## config.mk

```make
export PLATFORM = sky130hd
export DESIGN_NAME = adc_channel_calibration
export DESIGN_NICKNAME = d
export VERILOG_FILES = /design/src/rtl/adc_calib_pkg.sv /design/src/rtl/adc_channel_calibration.sv
export SDC_FILE = /design/constraint.sdc
export NUM_CORES = 2
export LEC_CHECK = 0
export BUFFER_PORTS_ARGS = -buffer_cell sky130_fd_sc_hd__buf_2
export CAP_MARGIN = 20
export CORE_MARGIN = 4
export CORE_UTILIZATION = 55
export CTS_CLUSTER_DIAMETER = 30
export DETAILED_ROUTE_END_ITERATION = 12
export GPL_TIMING_DRIVEN = 1
export MAX_ROUTING_LAYER = met4
export PLACE_DENSITY = 0.71
export SLEW_MARGIN = 5
export SYNTH_ARGS = -nofsm -noshare
export SYNTH_HDL_FRONTEND = slang
export SYNTH_SLANG_ARGS = --single-unit
```

## constraint.sdc

```tcl
create_clock -name clk_sys -period 7.95 [get_ports clk_sys]
set_clock_uncertainty 0.15 [all_clocks]
set_input_delay 0.795 -clock clk_sys [delete_from_list [all_inputs] [get_ports clk_sys]]
set_output_delay 0.795 -clock clk_sys [all_outputs]
set_load 0.01 [all_outputs]
```

## src/rtl/adc_calib_pkg.sv

```systemverilog
// Shared constants for the per-channel conversion correction datapath.
// Assumes 24-bit two's-complement conversion results and four channels.
package adc_calib_pkg;
  localparam int NUM_CHAN      = 4;
  localparam int SAMPLE_W      = 24;
  localparam int HALF_W        = 16;   // Width of each upper/lower register part
  localparam int UPPER_LSB     = 8;    // Upper part holds result bits 23:8
  localparam int GAIN_FRAC_W   = 23;   // Gain factor 1.23 unsigned, 0x800000 is unity
  localparam int PHASE_W       = 10;   // Phase delay in clk_sys cycles after the modulator tick
  localparam int PHASE_POS     = 6;    // Phase field position in the setup word
  localparam int DCBLK_POS     = 0;    // DC block enable bit in the setup word
  localparam logic [15:0] OFFSET_UPPER_RST = 16'h0000;
  localparam logic [15:0] OFFSET_LOWER_RST = 16'h0000;
  localparam logic [15:0] GAIN_UPPER_RST   = 16'h8000;
  localparam logic [15:0] GAIN_LOWER_RST   = 16'h0000;
  localparam logic [15:0] SETUP_RST        = 16'h0000;
  localparam int DCBLK_SHIFT   = 10;   // DC block filter corner, 2^-10 per sample
endpackage

```

## src/rtl/adc_channel_calibration.sv

```systemverilog
// Real-time correction datapath: offset subtract, gain multiply, phase delay.
// Assumes raw results arrive one channel per strobe, synchronous to clk_sys,
// and that the modulator tick marks one sampling instant for phase counting.
// Operation
// - Each channel's stored offset (upper part and upper byte of lower part) is subtracted from every result unless its DC block is enabled.
// - The offset-corrected result is multiplied by the channel's stored gain factor.
// - Each channel's phase delay field shifts its sampling against the reference channel.
// - The DC blocking filter may be enabled instead of offset registers to remove offset.
`timescale 1ns/100ps
module adc_channel_calibration (
  input  wire logic        clk_sys,
  input  wire logic        rst_n,
  input  wire logic        cfg_wr,
  input  wire logic [1:0]  cfg_chan,
  input  wire logic [2:0]  cfg_sel,
  input  wire logic [15:0] cfg_wdata,
  output logic      [15:0] cfg_rdata,
  input  wire logic        mod_tick,
  output logic      [3:0]  sample_req,
  input  wire logic        raw_valid,
  input  wire logic [1:0]  raw_chan,
  input  wire logic [23:0] raw_data,
  output logic             out_valid,
  output logic      [1:0]  out_chan,
  output logic      [23:0] out_data
);
  localparam int N  = adc_calib_pkg::NUM_CHAN;
  localparam int W  = adc_calib_pkg::SAMPLE_W;
  localparam int PW = adc_calib_pkg::PHASE_W;

  // Register selects on the configuration port
  localparam logic [2:0] SEL_OFS_UP  = 3'h0;
  localparam logic [2:0] SEL_OFS_LO  = 3'h1;
  localparam logic [2:0] SEL_GAIN_UP = 3'h2;
  localparam logic [2:0] SEL_GAIN_LO = 3'h3;
  localparam logic [2:0] SEL_SETUP   = 3'h4;

  typedef enum logic [1:0] {ST_IDLE, ST_SUB, ST_MUL} pipe_state_t;

  logic [15:0] ofs_up_reg [N];
  logic [15:0] ofs_lo_reg [N];
  logic [15:0] gain_up_reg [N];
  logic [15:0] gain_lo_reg [N];
  logic [15:0] setup_reg [N];
  logic [15:0] ofs_up_next [N];
  logic [15:0] ofs_lo_next [N];
  logic [15:0] gain_up_next [N];
  logic [15:0] gain_lo_next [N];
  logic [15:0] setup_next [N];
  logic [PW-1:0] phase_cnt_reg [N];
  logic [PW-1:0] phase_cnt_next [N];
  logic [3:0]    armed_reg;
  logic [3:0]    armed_next;
  logic [W-1:0]  dc_est_reg [N];
  logic [W-1:0]  dc_est_next [N];

  pipe_state_t        st_reg;
  pipe_state_t        st_next;
  logic [1:0]         ch_reg;
  logic [1:0]         ch_next;
  logic signed [W:0]  diff_reg;
  logic signed [W:0]  diff_next;
  logic [W-1:0]       gain_snap_reg;
  logic [W-1:0]       gain_snap_next;
  logic               out_valid_next;
  logic [1:0]         out_chan_next;
  logic [W-1:0]       out_data_next;

  // Saturate a wide signed value into the 24-bit result range
  function automatic logic [W-1:0] sat24(input logic signed [W+25:0] v);
    logic signed [W+25:0] hi;
    logic signed [W+25:0] lo;
    hi = (W+26)'(24'sh7fffff);
    lo = -(W+26)'(24'sh7fffff) - (W+26)'(1);
    if (v > hi) begin
      sat24 = 24'h7fffff;
    end else if (v < lo) begin
      sat24 = 24'h800000;
    end else begin
      sat24 = v[W-1:0];
    end
  endfunction

  // Join an upper and lower register pair into one 24-bit word
  function automatic logic [W-1:0] join24(input logic [15:0] up, input logic [15:0] lo);
    join24 = {up, lo[15:adc_calib_pkg::UPPER_LSB]};
  endfunction

  // Host writes land in the register file on the cycle after cfg_wr
  always_comb begin
    for (int i = 0; i < N; i++) begin
      ofs_up_next[i]  = ofs_up_reg[i];
      ofs_lo_next[i]  = ofs_lo_reg[i];
      gain_up_next[i] = gain_up_reg[i];
      gain_lo_next[i] = gain_lo_reg[i];
      setup_next[i]   = setup_reg[i];
      if (cfg_wr && (cfg_chan == 2'(i))) begin
        case (cfg_sel)
          SEL_OFS_UP:  ofs_up_next[i]  = cfg_wdata;
          SEL_OFS_LO:  ofs_lo_next[i]  = cfg_wdata;
          SEL_GAIN_UP: gain_up_next[i] = cfg_wdata;
          SEL_GAIN_LO: gain_lo_next[i] = cfg_wdata;
          SEL_SETUP:   setup_next[i]   = cfg_wdata;
          default:     ;
        endcase
      end
    end
  end

  // Readback of the addressed register; unknown selects read zero
  always_comb begin
    case (cfg_sel)
      SEL_OFS_UP:  cfg_rdata = ofs_up_reg[cfg_chan];
      SEL_OFS_LO:  cfg_rdata = ofs_lo_reg[cfg_chan];
      SEL_GAIN_UP: cfg_rdata = gain_up_reg[cfg_chan];
      SEL_GAIN_LO: cfg_rdata = gain_lo_reg[cfg_chan];
      SEL_SETUP:   cfg_rdata = setup_reg[cfg_chan];
      default:     cfg_rdata = 16'h0000;
    endcase
  end

  // Phase delay: each channel samples the programmed number of clk_sys cycles plus one after the tick
  always_comb begin
    sample_req = 4'h0;
    for (int i = 0; i < N; i++) begin
      phase_cnt_next[i] = phase_cnt_reg[i];
      armed_next[i]     = armed_reg[i];
      if (mod_tick) begin
        // Reference tick restarts the delay from the live setting
        phase_cnt_next[i] = setup_reg[i][adc_calib_pkg::PHASE_POS +: PW];
        armed_next[i]     = 1'b1;
      end else if (armed_reg[i] && phase_cnt_reg[i] != '0) begin
        phase_cnt_next[i] = phase_cnt_reg[i] - PW'(1);
      end
      if (armed_reg[i] && phase_cnt_reg[i] == '0 && !mod_tick) begin
        sample_req[i] = 1'b1;
        armed_next[i] = 1'b0;
      end
    end
  end

  // Pipeline: capture, subtract offset, multiply by gain
  always_comb begin
    logic signed [W+25:0] prod;
    logic signed [W:0]    raw_s;
    logic signed [W:0]    corr;
    prod           = '0;
    raw_s          = {raw_data[W-1], raw_data};
    corr           = '0;
    st_next        = st_reg;
    ch_next        = ch_reg;
    diff_next      = diff_reg;
    gain_snap_next = gain_snap_reg;
    out_valid_next = 1'b0;
    out_chan_next  = out_chan;
    out_data_next  = out_data;
    for (int i = 0; i < N; i++) begin
      dc_est_next[i] = dc_est_reg[i];
    end
    case (st_reg)
      ST_IDLE: begin
        if (raw_valid) begin
          ch_next = raw_chan;
          if (setup_reg[raw_chan][adc_calib_pkg::DCBLK_POS]) begin
            // DC block: track the mean with a leaky integrator and remove it
            corr = {dc_est_reg[raw_chan][W-1], dc_est_reg[raw_chan]};
            dc_est_next[raw_chan] = dc_est_reg[raw_chan]
              + W'((raw_s - corr) >>> adc_calib_pkg::DCBLK_SHIFT);
          end else begin
            corr = {ofs_up_reg[raw_chan][15],
                    join24(ofs_up_reg[raw_chan], ofs_lo_reg[raw_chan])};
          end
          diff_next = raw_s - corr;
          // Gain taken here so a write mid-pipeline does not split a sample
          gain_snap_next = join24(gain_up_reg[raw_chan], gain_lo_reg[raw_chan]);
          st_next = ST_SUB;
        end
      end
      ST_SUB: begin
        st_next = ST_MUL;
      end
      ST_MUL: begin
        prod = ((W+26)'(diff_reg) * $signed({1'b0, gain_snap_reg}))
               >>> adc_calib_pkg::GAIN_FRAC_W;
        out_data_next  = sat24(prod);
        out_chan_next  = ch_reg;
        out_valid_next = 1'b1;
        st_next        = ST_IDLE;
      end
      default: st_next = ST_IDLE;
    endcase
  end

  // Registers only; held values stay until the next result replaces them
  always_ff @(posedge clk_sys or negedge rst_n) begin
    if (!rst_n) begin
      for (int i = 0; i < N; i++) begin
        ofs_up_reg[i]    <= adc_calib_pkg::OFFSET_UPPER_RST;
        ofs_lo_reg[i]    <= adc_calib_pkg::OFFSET_LOWER_RST;
        gain_up_reg[i]   <= adc_calib_pkg::GAIN_UPPER_RST;
        gain_lo_reg[i]   <= adc_calib_pkg::GAIN_LOWER_RST;
        setup_reg[i]     <= adc_calib_pkg::SETUP_RST;
        phase_cnt_reg[i] <= '0;
        dc_est_reg[i]    <= '0;
      end
      armed_reg     <= 4'h0;
      st_reg        <= ST_IDLE;
      ch_reg        <= 2'h0;
      diff_reg      <= '0;
      gain_snap_reg <= '0;
      out_valid     <= 1'b0;
      out_chan      <= 2'h0;
      out_data      <= 24'h000000;
    end else begin
      for (int i = 0; i < N; i++) begin
        ofs_up_reg[i]    <= ofs_up_next[i];
        ofs_lo_reg[i]    <= ofs_lo_next[i];
        gain_up_reg[i]   <= gain_up_next[i];
        gain_lo_reg[i]   <= gain_lo_next[i];
        setup_reg[i]     <= setup_next[i];
        phase_cnt_reg[i] <= phase_cnt_next[i];
        dc_est_reg[i]    <= dc_est_next[i];
      end
      armed_reg     <= armed_next;
      st_reg        <= st_next;
      ch_reg        <= ch_next;
      diff_reg      <= diff_next;
      gain_snap_reg <= gain_snap_next;
      out_valid     <= out_valid_next;
      out_chan      <= out_chan_next;
      out_data      <= out_data_next;
    end
  end
endmodule

```

== Word level (Yosys, flattened, before mapping) ==
Index checks and enable logic that the tools add are counted.
Operators by class
  $mul: 1
  reduce and logical (&&, ||, !) cells: 59
  equality and inequality tests: 10
  mux-type cells: 62
  bitwise operators: 2
  shifts and indexed selects: 0
  div/mod/pow operators: 0
  $lt $le $gt $ge: 5
  add/sub/neg operators: 7
Operators by type and width (number)
  $bmux 16 s2: 10
  $mux 16: 18
  $mux 24: 5
  $bwmux 96: 1
  $mux 10: 8
  $pmux 16 s5: 1
  $mux 25: 3
  $mul 25x25->50: 1
  $bmux 24 s2: 1
  $demux 24 s2: 1
  $reduce_and 2->1: 21
  $logic_not 10->1: 4
  $reduce_bool 10->1: 4
  $sub 10x1->10 const B: 4
  $gt 27x24->1 const B: 1
  $lt 27x24->1 const B: 1
  $sub 24x24->25: 1
  $sub 24x25->25: 1
  $add 24x24->24: 1
  $logic_and 1x1->1: 17
  $reduce_bool 2->1: 8
  $mux 1: 12
  $eq 2x2->1 const B: 3
  $eq 3x2->1 const B: 2
  other kinds (13): 17
Storage, ports and cells
  bits in writable memories: 0
  memories kept: 0
  bits in read-only memories: 0
  flip-flop bits (word level): 540
  latch bits: 0
  output and inout bits: 47

== Logic depth before layout (Yosys ltp) ==
  depth in word-level cells: 8
  gate-level depth with buffers: 28

== Least setup slack after synthesis ==
OpenSTA, ideal clock, no wires.
  path type: register to register
  start point: register gain_snap_reg[1]
  end point: register out_data[17]
  data arrival time: 7.486 ns
  path buffers: 2
  setup slack: 0.186 ns
  stages on the path, launching flop included: 27
  required time: 7.672 ns
  period minus slack after synthesis: 7.764 ns
  path through: dfrtp_1 -> clkbuf_1 -> nand2_1 -> inv_1 -> fa_1 -> fa_1 -> inv_1 -> fa_1 -> inv_1 -> fa_1 -> fa_1 -> fa_1 -> inv_1 -> fa_1 -> inv_1 -> ha_1 -> nand3_1 -> nor3_1 -> a221oi_1 -> o21ai_0 -> and2_1 -> or4_1 -> a21o_1 -> a22o_1 -> buf_6 -> o41ai_2 -> a21oi_1
Between the ends
  longest elaborated chain between the ends: 4
  elaborated cells on any way between the ends: 5
  those cells by class: mul (1); order compare (2); mux (2)
Ends and longest elaborated chain
  start, declared: RTL line adc_channel_calibration.sv:63  | logic [W-1:0] gain_snap_reg;
  start signal, assigned: RTL line adc_channel_calibration.sv:228  | gain_snap_reg <= gain_snap_next;
  $mul 25x25->50 *: RTL line adc_channel_calibration.sv:183  | prod = ((W+26)'(diff_reg) * $signed({1'b0, gain_snap_reg}))
  $lt 27x24->1: RTL line adc_channel_calibration.sv:77  | end else if (v < lo) begin
  $mux 24: RTL line adc_channel_calibration.sv:77
  $mux 24 *: RTL line adc_channel_calibration.sv:75  | if (v > hi) begin
  end signal, assigned: RTL line adc_channel_calibration.sv:231  | out_data <= out_data_next;
  end, declared: RTL line adc_channel_calibration.sv:25  | output logic [23:0] out_data
Mark *: on every way between the ends. The rest lies on a longest branch, timed or not.
A chain may end at the register's enable or synchronous reset.

== Worst setup path after layout ==
  start point: register diff_reg[24]
  end point: register out_data[20]
Between the ends
  longest elaborated chain between the ends: 4
  elaborated cells on any way between the ends: 5
  those cells by class: mul (1); order compare (2); mux (2)
Ends and longest elaborated chain
  start, declared: RTL line adc_channel_calibration.sv:61  | logic signed [W:0] diff_reg;
  start signal, assigned: RTL line adc_channel_calibration.sv:227  | diff_reg <= diff_next;
  $mul 25x25->50 *: RTL line adc_channel_calibration.sv:183
  $lt 27x24->1: RTL line adc_channel_calibration.sv:77
  $mux 24: RTL line adc_channel_calibration.sv:77
  $mux 24 *: RTL line adc_channel_calibration.sv:75
Marks and branches as above.

==> qor.yml <==
cp-end-kind: "flop"
drive_gt1_frac: 0.227
viasPerCell: 5.74
largest_reg_flops: 96
antenna_found_initial: 1
grt_pass1_wl_um: 204000
clkTransAtPathRegs_ns: 0.05
postRouteAntennaNets: 0
netlist.area_leader.share: 0.267
syn2layout_area_growth_pct: 13.0
critPathRequiredTime_ns: 8.29
cp_max_fo: 6
dieArea_um2: 96100
fin_crit_sh: 0.980
fp.dieH_um: 310
final-setup-viol-count: 0
io_buffers: 98
synthCells: 4684
grt_usage: 0.282
wire_per_inst_um: 21.2
cp-start-kind: "flop"
root_buffer: "clkbuf_16"
grt_pass1_vias: 36886
ys_seq_area_frac: 0.270
ios: 99
clk-insertion-delay-late_ns: 0.67
clock_sinks: 540
synth_top_area_cell: "dfrtp_1"
syn-cell-area_um2: 50200
ys_async_sr_fraction: 1.00
initial_core_util: 0.555
hold_viol: 0
rows: 110
drv_cap: 0
dr_total_vias: 34843
timing.slew.headroom: 0.266
hp-class: "input port to async pin"
slowest_delay_ns: 0.65
numCtsBuffers: 100
wl_um: 129000
gp_congestion: 0.902
min_period_ns: 7.79
synth_edf_count: 0
slowest_stage: "fa_2"
tritoncts: "done"
fmax_mhz: 128
synthFlopType: "dfrtp_1"
cts_max_level: 3
ys_seq_elements: 540
slew_violations: 0
path_common_cell: "fa_1"
hpwl_um: 94600
drc_errors: 0
pre_cts_ws_ns: -0.0957
drt_iter0_drc: 2643
ctsHoldBuffers: 0
tightestPinTransition_ns: 1.10
core_area_um2: 90300
arrival_ns: 8.14
worst_slack_ns: 0.157
ys_types: 76
grt_max_degree: 176
outcome: "finished clean"
die_x_um: 310
cts.path.max_buffers: 3
yosysWarnings: 0
crit_type: "flop to flop"
syn_avg_cell_area_um2: 10.7
grt_overflow: 0
ys_top_cells_by_area: "dfrtp_1 (27%), fa_1 (25%), mux2_2 (8.7%)"
synthesis.nets: 5583
nFillCells: 6983
dr.pass1.iters: 6
nets: 5708
## through the flow
stage / setup TNS, ns / cells / area [um^2] / util / hold WS, ns
after floorplan: 0 / 4684 / 50200 / - / 0.267
after global placement: 0 / 5829 / 52200 / 0.578 / 0.290
after detailed placement: -1.80 / 5831 / 52300 / 0.579 / 0.298
final: 0 / 6071 / 56700 / 0.628 / 0.0706
after CTS: 0 / 6021 / 55700 / 0.617 / 0.0947
after global routing: -1.34 / 6071 / 56700 / 0.628 / 0.127
## per-layer routing
metal | vias up | global-route usage | routed length, um
met3 | 250 | 0.0402 | 8450
met5 | - | - | 0
met1 | 18110 | 0.381 | 54300
li1 | 15350 | - | -
met2 | 1133 | 0.445 | 61200
met4 | 0 | 0.0946 | 4690
## placed cells by master (no fill, tap or decap), types with 16 or more instances in the layout
cell and n:
inv_1 750, fa_1 617, nand2_1 541, dfrtp_1 503
mux2_2 387, and2_1 382, ha_1 203, mux4_2 153
buf_4 132, o21ai_0 107, clkbuf_16 105, nor2_1 100
a21oi_1 98, buf_2 95, xnor2_1 68, a21o_1 35
nand3_1 35, xor2_1 35, dfrtp_2 33, a22oi_1 32
mux2i_1 27, nor3_1 25, or3_1 24, buf_6 23
nor2b_1 22, clkinv_2 19, nand2b_1 18, o22ai_1 17
fa_2 17, o21a_1 16, buf_12 16
## logic make-up after synthesis
kind of cell,count (synthesis),synth area share
adders and majority gates,847,0.306
buffers and inverters,1017,0.0765
and+or+nand+nor,1224,0.120
muxes,568,0.161
DFF,540,0.270
xor gates and xnor gates,104,0.0182
AOI/OAI and AO/OA,384,0.0484
## cells in the mapped netlist (10+ instances only)
cell type    n
nand2_1    543
mux2_2     387
mux4_2     153
nor2_1     101
nand3_1     35
xnor2_1     69
fa_1       634
o21ai_0    110
or3_1       24
dfrtp_1    536
nor3_1      26
clkbuf_1   225
xor2_1      35
inv_1      759
o22ai_1     17
mux2i_1     27
ha_1       213
o21a_1      16
a22oi_1     32
nor3b_1     10
nand4_1     11
and2_1     386
and3_1      14
a21o_1      35
nand2b_1    18
buf_1       26
nor2b_1     23
a21oi_1     99
## worst max-delay path, delay by kind of cell (launching register included)
family,cells,cell delay (ns)
adder cells (fa/ha/maj),8,3.96
buffers and inverters,9,1.11
AO/OA/AOI/OAI,7,1.03
AND/OR/NAND/NOR,5,0.93
flip-flops,1,0.44
## repair_timing
item / 4_1_cts / 5_1_grt
cloned: 0 / 6
pin swaps: 4 / 61
resized for setup: 19 / 125
buffers inserted: 3 / 41
endpoints found under the setup margin: 23 / 24
## final cells by class
type                       count  area (um^2)  share of cell area
timing repair buffer         280         2320              0.0410
sequential                   540        13600               0.239
clock inverter                65          736              0.0130
inverter                     760         2860              0.0504
tap                         1176         1470              0.0260
clock buffer                 122         2670              0.0470
multi-input combinational   3127        33100               0.583
antenna                        1         2.50           0.0000441
## final timing paths
kind / from / end / slack, ns / cells past startpoint
min reg2reg: st_reg[1] / st_reg[1] / 0.31 / 1
min in group clk_sys: st_reg[1] / st_reg[1] / 0.31 / 1
min: rst_n / setup_reg[7] / 0.07 / 1
max: diff_reg[24] / out_data[20] / 0.16 / 29
max reg2reg: diff_reg[24] / out_data[20] / 0.16 / 29
max in group asynchronous: rst_n / gain_snap_reg[9] / 5.98 / 2
Power is left out: the tool's default activity adds up to more than one toggle a clock period on the data nets, which glitch-free logic cannot reach.
